### src/stc_pkg.sv
// constants shared by the standard timer compare core
package stc_pkg;

	localparam int          STC_CNT_W     = 10;
	localparam int          STC_AW        = 3;
	localparam logic [9:0]  STC_CNT_MAX   = 10'h3ff;
	localparam logic [9:0]  STC_CNT_RST   = 10'h000;
	localparam logic [7:0]  STC_BYTE_RST  = 8'h00;

	// register indices on the plain port
	localparam logic [2:0]  STC_ADDR_C0   = 3'h0;
	localparam logic [2:0]  STC_ADDR_C1   = 3'h1;
	localparam logic [2:0]  STC_ADDR_CLO  = 3'h2;
	localparam logic [2:0]  STC_ADDR_CHI  = 3'h3;
	localparam logic [2:0]  STC_ADDR_ALO  = 3'h4;
	localparam logic [2:0]  STC_ADDR_AHI  = 3'h5;
	localparam logic [2:0]  STC_ADDR_STAT = 3'h6;

	// control zero fields
	localparam int          STC_C0_ON     = 3;
	localparam int          STC_C0_RP     = 0;
	// timer_control_one fields
	localparam int          STC_C1_MODE   = 6;
	localparam int          STC_C1_IO     = 4;
	localparam int          STC_C1_OC     = 3;
	localparam int          STC_C1_POL    = 2;
	localparam int          STC_C1_DPX    = 1;
	localparam int          STC_C1_CCLR   = 0;
	// status fields, write one to clear
	localparam int          STC_ST_AF     = 0;
	localparam int          STC_ST_PF     = 1;

	// operating modes
	localparam logic [1:0]  STC_MODE_CMP  = 2'h0;
	localparam logic [1:0]  STC_MODE_CAP  = 2'h1;
	localparam logic [1:0]  STC_MODE_PWM  = 2'h2;
	localparam logic [1:0]  STC_MODE_TC   = 2'h3;

	// pin function codes per mode
	localparam logic [1:0]  STC_IO_KEEP   = 2'h0;
	localparam logic [1:0]  STC_IO_LOW    = 2'h1;
	localparam logic [1:0]  STC_IO_HIGH   = 2'h2;
	localparam logic [1:0]  STC_IO_TOGGLE = 2'h3;
	localparam logic [1:0]  STC_IO_INACT  = 2'h0;
	localparam logic [1:0]  STC_IO_ACT    = 2'h1;
	localparam logic [1:0]  STC_IO_PWM    = 2'h2;
	localparam logic [1:0]  STC_IO_PULSE  = 2'h3;
	localparam logic [1:0]  STC_IO_RISE   = 2'h0;
	localparam logic [1:0]  STC_IO_FALL   = 2'h1;
	localparam logic [1:0]  STC_IO_BOTH   = 2'h2;

	localparam int          STC_P_SHIFT   = 7;

endpackage : stc_pkg

### src/stc_edge_sync.sv
// two-stage synchroniser and edge detector for the capture pin
`timescale 1ns/1ps
module stc_edge_sync (
	input  wire logic clock,
	input  wire logic rst_n,
	input  wire logic pinIn,
	output logic      riseEvt,
	output logic      fallEvt
);

	logic meta_r;
	logic sync_r;
	logic last_r;

	always_ff @(posedge clock) begin
		if (!rst_n) begin
			meta_r <= 1'b0;
			sync_r <= 1'b0;
			last_r <= 1'b0;
		end else begin
			meta_r <= pinIn;
			sync_r <= meta_r;
			last_r <= sync_r;
		end
	end

	assign riseEvt = sync_r & ~last_r;
	assign fallEvt = ~sync_r & last_r;

endmodule : stc_edge_sync

### src/stc_core.sv
// standard timer compare core: counter, comparators, pin and registers
//
// Contract
// - compare mode A match: code 00 keep, 01 low, 10 high, 11 toggle.
// - pwm codes: 00 inactive, 01 active, 10 waveform, 11 single pulse.
// - capture codes: 00 rising, 01 falling, 10 both, 11 disabled.
// - match asking for the level already shown changes nothing visible.
// - counter-on rising edge restores the pin to its initial level.
// - initial level bit sets compare start level and pwm active level.
// - single pulse takes initial level at counter-on rise; unused in timer mode.
// - invert bit inverts the pin; ignored in timer/counter mode.
// - swap bit 0: P period, A duty; 1: roles exchanged.
// - clear source 1 clears on A; 0 clears on P or overflow.
// - clear source bit ignored in pwm, single pulse and capture.
// - counter read as low byte and two-bit high byte, rest zero.
// - compare-A held as low byte and two-bit high byte, rest zero.
// - mode 00 is compare output; clears on overflow, A or P.
// - compare mode, clear source low: both flags raised on matches.
// - compare mode, clear source high: only A flag, never P flag.
// - compare-A zero: counter runs to 3FF, overflows, no A flag.
// - pin changes only on A match flag; P match leaves it.
// - mode 11 counts like compare mode, pin left unused.
// - counter-on rise zeroes counter; fall stops and holds value.
// - compare-P meets counter bits 9..7; zero means 1024-clock period.
// - high byte read latches low byte; low read returns buffer.
// - low write buffered; high write loads both bytes at once.
//
// Strobed register access and the address map were decided locally.
`timescale 1ns/1ps
module stc_core
	import stc_pkg::*;
(
	input  wire logic              clock,
	input  wire logic              rst_n,
	input  wire logic [STC_AW-1:0] addr,
	input  wire logic [7:0]        wrData,
	input  wire logic              wrEn,
	input  wire logic              rdEn,
	output logic      [7:0]        rdData,
	input  wire logic              capturePin,
	output logic                   timerOutPin,
	output logic                   timerOutEn
);

	function automatic logic [7:0] hiByte(input logic [9:0] v);
		hiByte = {6'h00, v[9:8]};
	endfunction : hiByte

	////////////////////////////////////////////////////////////////////
	// state and decoded fields

	logic [7:0] ctrl0_r;
	logic [7:0] ctrl1_r;
	logic [9:0] cnt_r;
	logic [9:0] cntNxt;
	logic [9:0] compare_a_value_r;
	logic [7:0] wrBuf_r;
	logic [7:0] rdBuf_r;
	logic [7:0] rdData_r;
	logic [7:0] rdNxt;
	logic       aFlag_r;
	logic       pFlag_r;
	logic       onPrev_r;
	logic       cmpLvl_r;
	logic       pinOut_r;
	logic       pinEn_r;
	logic       pinNxt;

	logic       on;
	logic [2:0] rp;
	logic [1:0] mode;
	logic [1:0] io;
	logic       oc;
	logic       pol;
	logic       dpx;
	logic       cclr;
	logic       onRise;
	logic       running;
	logic [9:0] cntInc;
	logic       aMatch;
	logic       aPeriod;
	logic       pMatch;
	logic       cntClr;
	logic       cmpLike;
	logic       capMode;
	logic       spMode;
	logic       pwmMode;
	logic       capRise;
	logic       capFall;
	logic       capHit;
	logic       aSet;
	logic       pSet;
	logic [10:0] duty;
	logic       pwmAct;
	logic       wrC0;
	logic       wrStat;

	assign on      = ctrl0_r[STC_C0_ON];
	assign rp      = ctrl0_r[STC_C0_RP +: 3];
	assign mode    = ctrl1_r[STC_C1_MODE +: 2];
	assign io      = ctrl1_r[STC_C1_IO +: 2];
	assign oc      = ctrl1_r[STC_C1_OC];
	assign pol     = ctrl1_r[STC_C1_POL];
	assign dpx     = ctrl1_r[STC_C1_DPX];
	assign cclr    = ctrl1_r[STC_C1_CCLR];
	assign wrC0    = wrEn && addr == STC_ADDR_C0;
	assign wrStat  = wrEn && addr == STC_ADDR_STAT;

	assign onRise  = on & ~onPrev_r;
	assign running = on & ~onRise;
	assign cmpLike = mode == STC_MODE_CMP || mode == STC_MODE_TC;
	assign capMode = mode == STC_MODE_CAP;
	assign spMode  = mode == STC_MODE_PWM && io == STC_IO_PULSE;
	assign pwmMode = mode == STC_MODE_PWM && !spMode;

	////////////////////////////////////////////////////////////////////
	// comparators and clear selection

	assign cntInc = cnt_r + 10'h001;
	// a zero compare-A never matches, so the counter wraps at the top
	assign aMatch = running && compare_a_value_r != STC_CNT_RST
		&& cnt_r == compare_a_value_r;
	// P matches where the next count reaches rp*128; rp zero is overflow
	assign pMatch = running && cntInc[9:STC_P_SHIFT] == rp
		&& cntInc[STC_P_SHIFT-1:0] == 7'h00;
	// pwm period from A clears one count early so the period equals A
	assign aPeriod = running && compare_a_value_r != STC_CNT_RST
		&& cntInc == compare_a_value_r;

	always_comb begin
		cntClr = 1'b0;
		case (1'b1)
			cmpLike: cntClr = cclr ? aMatch : pMatch;
			pwmMode: cntClr = dpx ? aPeriod : pMatch;
			capMode: cntClr = pMatch;
			default: cntClr = 1'b0;
		endcase
	end

	assign capHit = capMode && running && (
		(io == STC_IO_RISE && capRise) ||
		(io == STC_IO_FALL && capFall) ||
		(io == STC_IO_BOTH && (capRise || capFall)));

	assign aSet = capMode ? capHit
		: (pwmMode && dpx) ? aPeriod : aMatch;
	assign pSet = pMatch && ((cmpLike && !cclr)
		|| pwmMode || capMode);

	stc_edge_sync u_capSync (
		.clock   (clock),
		.rst_n   (rst_n),
		.pinIn   (capturePin),
		.riseEvt (capRise),
		.fallEvt (capFall)
	);

	////////////////////////////////////////////////////////////////////
	// counter

	always_comb begin
		cntNxt = cnt_r;
		if (onRise)
			cntNxt = STC_CNT_RST;
		else if (on && cntClr)
			cntNxt = STC_CNT_RST;
		else if (on)
			cntNxt = cntInc;
	end

	always_ff @(posedge clock) begin
		if (!rst_n)
			cnt_r <= STC_CNT_RST;
		else
			cnt_r <= cntNxt;
	end

	always_ff @(posedge clock) begin
		if (!rst_n)
			onPrev_r <= 1'b0;
		else
			onPrev_r <= on;
	end

	////////////////////////////////////////////////////////////////////
	// control registers

	always_ff @(posedge clock) begin
		if (!rst_n) begin
			ctrl0_r <= STC_BYTE_RST;
		end else begin
			if (wrC0)
				ctrl0_r <= wrData;
			// a single pulse ends when A matches
			if (spMode && aMatch)
				ctrl0_r[STC_C0_ON] <= 1'b0;
		end
	end

	always_ff @(posedge clock) begin
		if (!rst_n)
			ctrl1_r <= STC_BYTE_RST;
		else if (wrEn && addr == STC_ADDR_C1)
			ctrl1_r <= wrData;
	end

	////////////////////////////////////////////////////////////////////
	// compare-A pair with write buffer; capture overrides

	always_ff @(posedge clock) begin
		if (!rst_n)
			wrBuf_r <= STC_BYTE_RST;
		else if (wrEn && addr == STC_ADDR_ALO)
			wrBuf_r <= wrData;
	end

	always_ff @(posedge clock) begin
		if (!rst_n)
			compare_a_value_r <= STC_CNT_RST;
		else if (capHit)
			compare_a_value_r <= cnt_r;
		else if (wrEn && addr == STC_ADDR_AHI)
			compare_a_value_r <= {wrData[1:0], wrBuf_r};
	end

	////////////////////////////////////////////////////////////////////
	// sticky flags, set beats clear

	always_ff @(posedge clock) begin
		if (!rst_n) begin
			aFlag_r <= 1'b0;
			pFlag_r <= 1'b0;
		end else begin
			aFlag_r <= aSet
				| (aFlag_r & ~(wrStat & wrData[STC_ST_AF]));
			pFlag_r <= pSet
				| (pFlag_r & ~(wrStat & wrData[STC_ST_PF]));
		end
	end

	////////////////////////////////////////////////////////////////////
	// read path: high byte read latches the low byte

	always_ff @(posedge clock) begin
		if (!rst_n)
			rdBuf_r <= STC_BYTE_RST;
		else if (rdEn && addr == STC_ADDR_CHI)
			rdBuf_r <= cnt_r[7:0];
		else if (rdEn && addr == STC_ADDR_AHI)
			rdBuf_r <= compare_a_value_r[7:0];
	end

	always_comb begin
		case (addr)
			STC_ADDR_C0:   rdNxt = ctrl0_r;
			STC_ADDR_C1:   rdNxt = ctrl1_r;
			STC_ADDR_CLO:  rdNxt = rdBuf_r;
			STC_ADDR_CHI:  rdNxt = hiByte(cnt_r);
			STC_ADDR_ALO:  rdNxt = rdBuf_r;
			STC_ADDR_AHI:  rdNxt = hiByte(compare_a_value_r);
			STC_ADDR_STAT: rdNxt = {6'h00, pFlag_r, aFlag_r};
			default:       rdNxt = STC_BYTE_RST;
		endcase
	end

	always_ff @(posedge clock) begin
		if (!rst_n)
			rdData_r <= STC_BYTE_RST;
		else
			rdData_r <= rdEn ? rdNxt : STC_BYTE_RST;
	end

	assign rdData = rdData_r;

	////////////////////////////////////////////////////////////////////
	// output pin

	// compare level: only A matches move it, on rise restores it
	always_ff @(posedge clock) begin
		if (!rst_n)
			cmpLvl_r <= 1'b0;
		else if (onRise)
			cmpLvl_r <= oc;
		else if (mode == STC_MODE_CMP && aMatch) begin
			case (io)
				STC_IO_LOW:    cmpLvl_r <= 1'b0;
				STC_IO_HIGH:   cmpLvl_r <= 1'b1;
				STC_IO_TOGGLE: cmpLvl_r <= ~cmpLvl_r;
				default:       cmpLvl_r <= cmpLvl_r;
			endcase
		end
	end

	// duty from A, or from P with 1024 for a zero code
	assign duty   = dpx ? {rp == 3'h0, rp, 7'h00}
		: {1'b0, compare_a_value_r};
	assign pwmAct = on && {1'b0, cnt_r} < duty;

	always_comb begin
		pinNxt = 1'b0;
		if (mode == STC_MODE_CMP)
			pinNxt = cmpLvl_r;
		else if (mode == STC_MODE_PWM) begin
			case (io)
				STC_IO_INACT: pinNxt = ~oc;
				STC_IO_ACT:   pinNxt = oc;
				STC_IO_PWM:   pinNxt = pwmAct ? oc : ~oc;
				default:      pinNxt = on ? oc : ~oc;
			endcase
		end
	end

	always_ff @(posedge clock) begin
		if (!rst_n) begin
			pinOut_r <= 1'b0;
			pinEn_r  <= 1'b0;
		end else begin
			pinEn_r  <= mode == STC_MODE_CMP
				|| mode == STC_MODE_PWM;
			pinOut_r <= pinNxt ^ (pol && mode != STC_MODE_TC);
		end
	end

	assign timerOutPin = pinOut_r;
	assign timerOutEn  = pinEn_r;

	logic [7:0] cntLo;
	logic [1:0] wrLoBits;
	assign cntLo    = cnt_r[7:0];
	assign wrLoBits = wrData[1:0];
endmodule : stc_core

### config.mk
export PLATFORM = sky130hd
export DESIGN_NAME = stc_core
export DESIGN_NICKNAME = d
export VERILOG_FILES = /design/src/stc_pkg.sv /design/src/stc_edge_sync.sv /design/src/stc_core.sv
export SDC_FILE = /design/constraint.sdc
export NUM_CORES = 1
export LEC_CHECK = 0
export BUFFER_PORTS_ARGS = -buffer_cell sky130_fd_sc_hd__buf_4
export CAP_MARGIN = 20
export CORE_MARGIN = 1
export CORE_UTILIZATION = 35
export DETAILED_ROUTE_END_ITERATION = 8
export PLACE_DENSITY = 0.57
export SLEW_MARGIN = 40
export SYNTH_ARGS = -nofsm -noshare
export SYNTH_HDL_FRONTEND = slang
export SYNTH_SLANG_ARGS = --single-unit
### constraint.sdc
create_clock -name clock -period 5.6 [get_ports clock]
set_input_delay 1.12 -clock clock [delete_from_list [all_inputs] [get_ports clock]]
set_output_delay 1.12 -clock clock [all_outputs]
set_load 0.005 [all_outputs]
# Yosys cells after proc, flatten, opt, wreduce, memory -nomap -nowiden
# Cells that the tools add are included.
[classes] n_eq_ne=16 n_bitwise=20 muxes=21 reduce_logical=51 addsub=1 n_lt_le_gt_ge=1
[ops] operator="one-hot mux 8 bit (6 select lines)" count=1
[ops] operator="logical AND 1 bit" count=27
[ops] operator="== test 10 bit" count=2
[ops] operator="2-to-1 mux 10 bit" count=2
[ops] operator="2-to-1 mux 8 bit" count=2
[ops] operator="2-to-1 mux 1 bit" count=13
[ops] operator="< comparator 10 x 11 -> 1 bit" count=1
[ops] operator="2-to-1 mux 11 bit" count=1
[ops] operator="adder 10 x 1 -> 10 bit, second input constant" count=1
[ops] operator="nonzero test 10 bit" count=1
[ops] operator="== test 3 bit, second input constant" count=3
[ops] operator="inverter 1 bit" count=9
[ops] operator="AND 1 bit" count=8
[ops] operator="== test 2 bit, second input constant" count=4
[ops] operator="zero test 7 bit" count=1
[ops] operator="logical OR 1 bit" count=7
[ops] operator="== test 3 x 2 -> 1 bit, second input constant" count=2
[ops] operator="zero test 3 bit" count=2
[ops] operator="one-hot mux 1 bit (3 select lines)" count=2
[ops] operator="nonzero test 2 bit" count=3
[ops] operator="== test 2 x 1 -> 1 bit, second input constant" count=2
[ops] operator="zero test 2 bit" count=2
[ops] operator="AND reduction 2 bit" count=2
[ops] operator="nonzero test 4 bit" count=1
[ops] operator="8 further kinds" count=11
[totals] out_inout_bits=10 regBits=69 in_bits=16 elab_cells=127

# Depth between registers and ports, before layout
# Gate-level depths: netlist of run 1.
[logic_depth] depth_word=11 mapped_depth=11 ltp_nobuf=10

# Modules after synthesis
# A second synthesis of run 1 with hierarchy kept.
[hier_totals] cells_unflattened=555 hier_area_um2=4468.0
[by_module_without_submodules] mod="stc_core" cells_each=547 area_per_inst_um2=4376.7 seq_area_each_um2=1321.3 n_inst=1
[by_module_without_submodules] mod="stc_edge_sync" cells_each=8 area_per_inst_um2=91.3 seq_area_each_um2=60.1 n_inst=1

# Least setup slack after synthesis of run 1
# OpenSTA, ideal clock, no wires.
[synth_timing] path_type="input to register" from="input addr[1]" to="register ctrl0_r[3]" required_ps=5474 path_buffers=2 setup_slack_ps=3039 arrival_time_ps=2434 path_stages=6 setup_time_ps=126 cell_sequence="clkbuf_1 > nor4b_1 > clkbuf_1 > mux2_2 > nand2_1 > a31oi_1"
[synth_between] elab_chain_cells=2
[synth_lines] item="start, declared" line="stc_core.sv:35" text="input wire logic [STC_AW-1:0] addr,"
[synth_lines] item="zero test 3 bit" line="stc_core.sv:106" text="assign wrC0 = wrEn && addr == STC_ADDR_C0;"
[synth_lines] item="logical AND 1 bit" line="stc_core.sv:106"
[synth_lines] item="end signal, assigned" line="stc_core.sv:193" text="ctrl0_r <= wrData;"
[synth_lines] item="end, declared" line="stc_core.sv:52" text="logic [7:0] ctrl0_r;"
# No other way between the ends.
# A chain may end at the register's enable or synchronous reset.

# Worst setup path in the final report of run 1
[layout_timing] from="register cnt_r[0]" to="register cnt_r[4]"
[layout_between] elab_chain_cells=9 word_cells_on_any_way=16 classes_between="add/sub: 1; eq/ne: 3; mux: 5; reduce/logical: 7"
[layout_lines] item="start, declared" line="stc_core.sv:54" text="logic [9:0] cnt_r;"
[layout_lines] item="start signal, assigned" line="stc_core.sv:175" text="cnt_r <= cntNxt;"
[layout_lines] item="adder 10 x 1 -> 10 bit" line="stc_core.sv:119" text="assign cntInc = cnt_r + 10'h001;"
[layout_lines] item="== test 3 bit" line="stc_core.sv:124" text="assign pMatch = running && cntInc[9:STC_P_SHIFT] == rp"
[layout_lines] item="logical AND 1 bit" line="stc_core.sv:124"
[layout_lines] item="logical AND 1 bit" line="stc_core.sv:125" text="&& cntInc[STC_P_SHIFT-1:0] == 7'h00;"
[layout_lines] item="2-to-1 mux 1 bit (on tied branches)" line="stc_core.sv:132, stc_core.sv:134"
[layout_lines] item="2-to-1 mux 1 bit (2 in a row)" line="stc_core.sv:132" text="case (1'b1)"
[layout_lines] item="logical AND 1 bit" line="stc_core.sv:165" text="else if (on && cntClr)"
[layout_lines] item="OR reduction 3 bit (no source line)"
# Parallel ways exist; a longest one is shown, timed or not.

==> metrics.txt, run 1 <==
CTS clk-pin slew, worst paths=60 ps; commonest non-fill, non-tap cell in the layout=dfxtp_1; Setup crit end kind=register; # diodes=0; PnR worst setup slack=2340 ps; Finished Cell Area=4830 um^2; Least-Margin Pin Slew=733 ps; placed cell area=4510 um^2; Critical Path AT=3450 ps; synth unique cells=59; core box area=12000 um^2; Nets=554; post-synthesis sequential area ratio=32.1%; top cell type's share of synthesized area=32.1%; Clock Skew=8.53 ps; reg2reg end=cnt_r[4]; area leader, netlist=dfxtp_1; CTS Hold Buffers Added=0; placed cells=652; Tmin final=3260 ps; overflow left after global routing=0; main flop type after synthesis=dfxtp_1; Initial Utilization=35.8%; post-synthesis register bit count=69; die width=113 um; Post-Syn Area=4300 um^2; die height=113 um; Synthesized Nets=556; wire length per cell=17.6 um; non-filler cells, final=669; final HPWL from detailed placement=8480 um; RSZ-0062 raised after global routing=false; pwr dens=249 nW/um^2; critical path type=register to register; Final TNS setup=0 ps; Slew HR=51.0%; final period utilization=58.3%; Worst Hold Depth=1; Inserted Clock Buffers=9; area delta synth->final=12.4%; worst slack, placed=2360 ps; CTS tree=yes; maximum capacitance violations=0; Syn Inst Count=519; fillers=1210; number of clock sinks=69; Final setup viols=0; final hold vios=0; total track usage=19.4%; CTS resizes=0; worst-path maximum fanout=11; vias after detailed routing=3809; Die Area=12700 um^2; largest net degree at the start of global routing=57; crit path to=cnt_r[4]; first-pass GRT wire length=18900 um; overall power=0.00120 W; Max Slew Vio Count=0; cells on worst reg2reg path=9; number of flops mapped to enable cells by yosys=0; vias per cell=5.69; layout cells sized above 1=10.9%; FF-to-FF Start=cnt_r[0]; CP required=5790 ps; Lkg Pwr=1.99 nW; Skew-Pair Late Insertion Delay=340 ps; Avg Inst Size Synth=8.28 um^2; Peak VDD IR=0.173 mV; drt initial violations=220; initial antenna violation count=0; largest cells by area after synthesis=dfxtp_1 32%, mux2i_1 6.5%, ha_1 6.1%, nand2_1 5.0%, nor2_1 3.5%; yosys warns=0; most frequent cells in the layout=69 x dfxtp_1, 57 x nand2_1, 40 x nor2_1; CP Launch Point=cnt_r[0]; Post-CTS Setup Repair Bufs=0; CTS Root Cell=clkbuf_16; Post-DRT Antenna Nets=0; Max Clock Freq=0.306 GHz; Top-Level Pins=26; CP Launch Type=register; Min-Delay Startpoint=u_capSync.meta_r; routed wire length=11700 um; Max Buffers Root-to-Sink=2; Port Buffer Count=25; Hold WC Path Type=register to register; status=complete, no violations; Placer Congestion=0.892; drt pass-1 iters=5; vias in the first global route=3445; H-Tree Depth=3; Reg2Reg Setup Slack=2340 ps; Post-synth ARST share=0%; residual DRC count=0; row cnt=40
cell type report:
class	instances	area [um^2]	share of cell area, %
Clock buffer	10	229	4.74
Tap cell	147	184	3.81
Timing Repair Buffer	27	203	4.20
Clock inverter	6	86.3	1.79
Multi-Input combinational cell	398	2700	55.9
Sequential cell	69	1380	28.6
Inverter	12	45.0	0.933
worst max-delay path, stage by stage (launching register included):
cell	delay, ps
dfxtp_1	550
ha_1	490
nand3_2	250
o21a_1	260
o32ai_2	200
a22oi_1	100
or4_1	530
a32o_1	360
a31oi_1	260
o31ai_1	110
report_power, final:
| part | switching, W | internal, W |
|---|---|---|
| Clock | 0.000219 | 0.000390 |
| Combinational | 0.0000467 | 0.0000340 |
| Sequential | 0.0000101 | 0.000501 |
| Total | 0.000276 | 0.000924 |
per-stage QoR:
step / utilization, % / hold slack, ps
6_report: 40.2 / 430
5_1_grt: 40.2 / 436
4_1_cts: 40.1 / 432
3_5_place_dp: 37.5 / 418
3_3_place_gp: 37.5 / 413
2_1_floorplan: - / 412
state kept, by name, indices dropped and copies added, names as in the netlist, 8 cells and up:
register,flops
cnt_r,10
ctrl1_r,8
wrBuf_r,8
ctrl0_r,8
compare_a_value_r,10
rdBuf_r,8
rdData,8
synth_stat cells, types with 12 or more instances:
master    instances
mux2i_1          28
ha_1             21
inv_1            12
o211a_1          13
nand3_1          17
nand2b_1         13
clkbuf_1         23
xor2_1           13
o21ai_0          14
nand2_1          57
a21oi_1          27
nor2_1           40
nor2b_1          21
dfxtp_1          69
metal layers:
layer | track usage (%) | wire length (um) | up-vias
li1 | - | - | 1853
met1 | 26.0 | 5480 | 1825
met2 | 30.4 | 5430 | 112
met3 | 4.12 | 563 | 19
met4 | 7.38 | 267 | 0
met5 | 0 | 0 | -
cells by family after synthesis:
group / share of synthesized area [%]
compound gates: 20.5
xor+xnor: 5.07
fa+ha+maj: 6.12
buf+inv: 5.27
flops: 32.1
mux: 7.31
simple gates: 23.6
how the worst min path moves through the flow:
stage,to,slack [ps]
final,u_capSync.sync_r,430
after global routing,u_capSync.sync_r,440
after CTS,u_capSync.sync_r,430
after detailed placement,u_capSync.sync_r,420
after global placement,u_capSync.sync_r,410
after floorplan,u_capSync.sync_r,410
Power figures use the tool's default switching activity.
==> run 2, diff against run 1 <==
--- a/config.mk
+++ b/config.mk
@@ -5,12 +5,13 @@
 export SDC_FILE = /design/constraint.sdc
 export NUM_CORES = 1
 export LEC_CHECK = 0
+export ABC_AREA = 1
 export BUFFER_PORTS_ARGS = -buffer_cell sky130_fd_sc_hd__buf_4
 export CAP_MARGIN = 20
 export CORE_MARGIN = 1
 export CORE_UTILIZATION = 35
 export DETAILED_ROUTE_END_ITERATION = 8
-export PLACE_DENSITY = 0.57
+export PLACE_DENSITY = 0.59
 export SLEW_MARGIN = 40
 export SYNTH_ARGS = -nofsm -noshare
 export SYNTH_HDL_FRONTEND = slang
==> constraint.sdc (replaced) <==
create_clock -name clock -period 2.6 [get_ports clock]
set_input_delay 0.52 -clock clock [delete_from_list [all_inputs] [get_ports clock]]
set_output_delay 0.52 -clock clock [all_outputs]
set_load 0.005 [all_outputs]
==> run 2 against run 1 <==
Worst hold slack got worse by 64 ps. Setup slack got worse by 1900 ps. Final area down 3.2%. Via count grew 3.7%. Count of clock-buffer cells in the layout is 1 higher. First-iteration DRC count increased by 31%. Area after synthesis is 6.9% lower. Sequential share of layout area is 0.94 points higher. Flip-flop and latch count is the same. Core utilization grew 2.4 points. Clock skew down 1.5 ps. Die area decreased by 6.8%. Highest routed layer unchanged.
==> metrics.txt, run 2 <==
status=complete, no violations (unchanged); maximum capacitance violations=0 (unchanged); Top-Level Pins=26 (unchanged); Syn Inst Count=569 (was 519); CTS Root Cell=clkbuf_16 (unchanged); total track usage=21.9% (was 19.4%); area delta synth->final=16.9% (was 12.4%); Least-Margin Pin Slew=679 ps (was 733 ps); RSZ-0062 raised after global routing=false (unchanged); Hold WC Path Type=input pin to register (was register to register); area leader, netlist=dfxtp_1 (unchanged); FF-to-FF Start=ctrl1_r[1] (was cnt_r[0]); Slew HR=54.5% (was 51.0%); Peak VDD IR=0.304 mV (was 0.173 mV); CTS Hold Buffers Added=0 (unchanged); post-synthesis sequential area ratio=34.5% (was 32.1%); H-Tree Depth=3 (unchanged); final period utilization=84.5% (was 58.3%); core box area=11000 um^2 (was 12000 um^2); Commonest cells post-synth=98 x nand2_1, 83 x inv_1, 69 x dfxtp_1, 56 x a21oi_1, 56 x o21ai_0 (was 69 x dfxtp_1, 57 x nand2_1, 40 x nor2_1, 28 x mux2i_1, 27 x a21oi_1); vias per cell=5.31 (was 5.69); vias after detailed routing=3949 (was 3809); top-count cell post-synth=nand2_1 (was dfxtp_1); die width=109 um (was 113 um); cells on worst reg2reg path=16 (was 9); Initial Utilization=36.4% (was 35.8%); CTS resizes=0 (unchanged); Avg Inst Size Synth=7.03 um^2 (was 8.28 um^2); fillers=1142 (was 1210); Placer Congestion=0.956 (was 0.892); residual DRC count=0 (unchanged); Post-DRT Antenna Nets=0 (unchanged); routed wire length=12200 um (was 11700 um); Inserted Clock Buffers=9 (unchanged); top cell type's share of synthesized area=34.5% (was 32.1%); number of clock sinks=69 (unchanged); Clock Skew=7.05 ps (was 8.53 ps); Max Buffers Root-to-Sink=2 (unchanged); Regs by FF count=cnt_r: 10 flops, compare_a_value_r: 10 flops (unchanged); CP Launch Type=register (unchanged); CTS clk-pin slew, worst paths=60 ps (about the same); wire length per cell=16.4 um (was 17.6 um); Final TNS setup=0 ps (unchanged); drt initial violations=289 (was 220); overflow left after global routing=0 (unchanged); Nets=636 (was 554); Reg2Reg Setup Slack=400 ps (was 2340 ps); layout cells sized above 1=13.4% (was 10.9%); main flop type after synthesis=dfxtp_1 (unchanged); Post-Syn Area=4000 um^2 (was 4300 um^2); Final setup viols=0 (unchanged); Setup crit end kind=register (unchanged); most frequent cells in the layout=98 x nand2_1, 83 x inv_1, 69 x dfxtp_1 (was 69 x dfxtp_1, 57 x nand2_1, 40 x nor2_1); Post-CTS Setup Repair Bufs=0 (unchanged); worst-path maximum fanout=11 (unchanged); CP required=2820 ps (was 5790 ps); crit path cell chain=inv_1 -> nor2_1 -> o21bai_1 -> ha_1 -> nand2_1 -> inv_1 -> nand3_1 -> nor2_1 -> nor2_1 -> nand3_1 -> nand2_1 -> nand3_1 -> nand2_1 -> nand2_1 -> a21oi_1 -> nor2_1 (was ha_1 -> nand3_2 -> o21a_1 -> o32ai_2 -> a22oi_1 -> or4_1 -> a32o_1 -> a31oi_1 -> o31ai_1); CTS tree=yes (unchanged); Synthesized Nets=606 (was 556); initial antenna violation count=0 (unchanged); final hold vios=0 (unchanged); largest cells by area after synthesis=dfxtp_1 35%, nand2_1 9.2%, inv_1 7.8%, a21oi_1 7.0%, o21ai_0 7.0% (was dfxtp_1 32%, mux2i_1 6.5%, ha_1 6.1%, nand2_1 5.0%, nor2_1 3.5%); yosys warns=0 (unchanged); synth unique cells=35 (was 59); Crit-path slowest cell=dfxtp_1 (unchanged); final HPWL from detailed placement=9350 um (was 8480 um); Port Buffer Count=25 (unchanged); number of flops mapped to enable cells by yosys=0 (unchanged); Min-Delay Startpoint=capturePin (was u_capSync.meta_r); row cnt=38 (was 40); CP peak stage delay=350 ps (was 550 ps); # diodes=0 (unchanged); Lkg Pwr=1.99 nW (about the same); die height=109 um (was 113 um); Worst Hold Depth=3 (was 1); Die Area=11900 um^2 (was 12700 um^2); commonest non-fill, non-tap cell in the layout=nand2_1 (was dfxtp_1); Hold Crit Endpoint=u_capSync.meta_r (was u_capSync.sync_r); pwr dens=564 nW/um^2 (was 249 nW/um^2); reg2reg end=timerOutPin (was cnt_r[4]); final core utilization=42.6% (was 40.2%); Tmin final=2200 ps (was 3260 ps); Skew-Pair Late Insertion Delay=330 ps (was 340 ps); drt pass-1 iters=6 (was 5); critical path type=register to register (unchanged); first-pass GRT wire length=19400 um (was 18900 um); Max Clock Freq=0.455 GHz (was 0.306 GHz); largest net degree at the start of global routing=33 (was 57); Max Slew Vio Count=0 (unchanged); post-synthesis register bit count=69 (unchanged); vias in the first global route=3711 (was 3445); Post-synth ARST share=0% (unchanged); Critical Path AT=2420 ps (was 3450 ps)
[run 2: changes by cell type in the layout (fill, tap and decap cells not counted), moves of 21 or more]
cell     delta
inv_1      +71
nor2b_1    -21
nand2_1    +41
a21oi_1    +29
mux2i_1    -28
o21ai_0    +42
[run 2: critical path, delay by kind of cell (launching register included)]
family          cells  cell delay, ps
flops               1             350
simple gates       11             840
fa+ha+maj           1             270
buf+inv             2             350
compound gates      2             290
[run 2: metal layers]
metal | GRT usage [%] | part of all wire [%]
met1 | 29.1 | 45
met2 | 34.1 | 45
met3 | 4.36 | 6.8
met4 | 9.65 | 3.0
met5 | 0 | 0
[run 2: final cells by class]
| type | count | area (um^2) | area share (%) |
|---|---|---|---|
| well taps | 140 | 175 | 3.75 |
| clock buffers | 11 | 243 | 5.19 |
| flip-flops and latches | 69 | 1380 | 29.6 |
| repair buffers | 34 | 255 | 5.46 |
| inverters | 87 | 327 | 6.99 |
| clock inverters | 5 | 58.8 | 1.26 |
| multi-input cells | 398 | 2230 | 47.8 |
[run 2: per-stage QoR]
stage	hold WS [ps]	area, um^2	cells	worst slack [ps]	total power (W)
finish	367	4670	744	402	0.00264
detailed placement	411	4370	728	440	0.00141
CTS	362	4670	744	431	0.00265
floorplan	390	4000	569	645	0.00130
global route	371	4670	744	227	0.00272
global placement	408	4370	728	505	0.00140
[run 2: logic make-up (layout without fill, tap and decap cells)]
| logic type | after synthesis | count (layout) | synth area share (%) |
|---|---|---|---|
| adder cells (fa/ha/maj) | 21 | 21 | 6.57 |
| flip-flops | 69 | 69 | 34.5 |
| XOR/XNOR | 19 | 19 | 4.16 |
| buffers and inverters | 102 | 137 | 9.60 |
| AND/OR/NAND/NOR | 218 | 218 | 26.0 |
| AO/OA/AOI/OAI | 140 | 140 | 19.2 |
[run 2: how the worst max path moves through the flow]
stage,startpoint,end,slack (ps)
detailed placement,ctrl1_r[1],timerOutPin,440
floorplan,ctrl1_r[1],timerOutPin,650
global route,ctrl1_r[1],timerOutPin,230
finish,ctrl1_r[1],timerOutPin,400
global placement,cnt_r[9],cnt_r[3],500
CTS,ctrl1_r[1],timerOutPin,430
[run 2: report_power, final]
| part | total (W) | switching [W] | internal (W) | leakage [nW] |
|---|---|---|---|---|
| registers | 0.00111 | 0.0000259 | 0.00108 | 0.559 |
| clock network | 0.00125 | 0.000478 | 0.000771 | 0.142 |
| logic | 0.000279 | 0.000185 | 0.0000947 | 1.29 |
| total | 0.00264 | 0.000689 | 0.00195 | 1.99 |
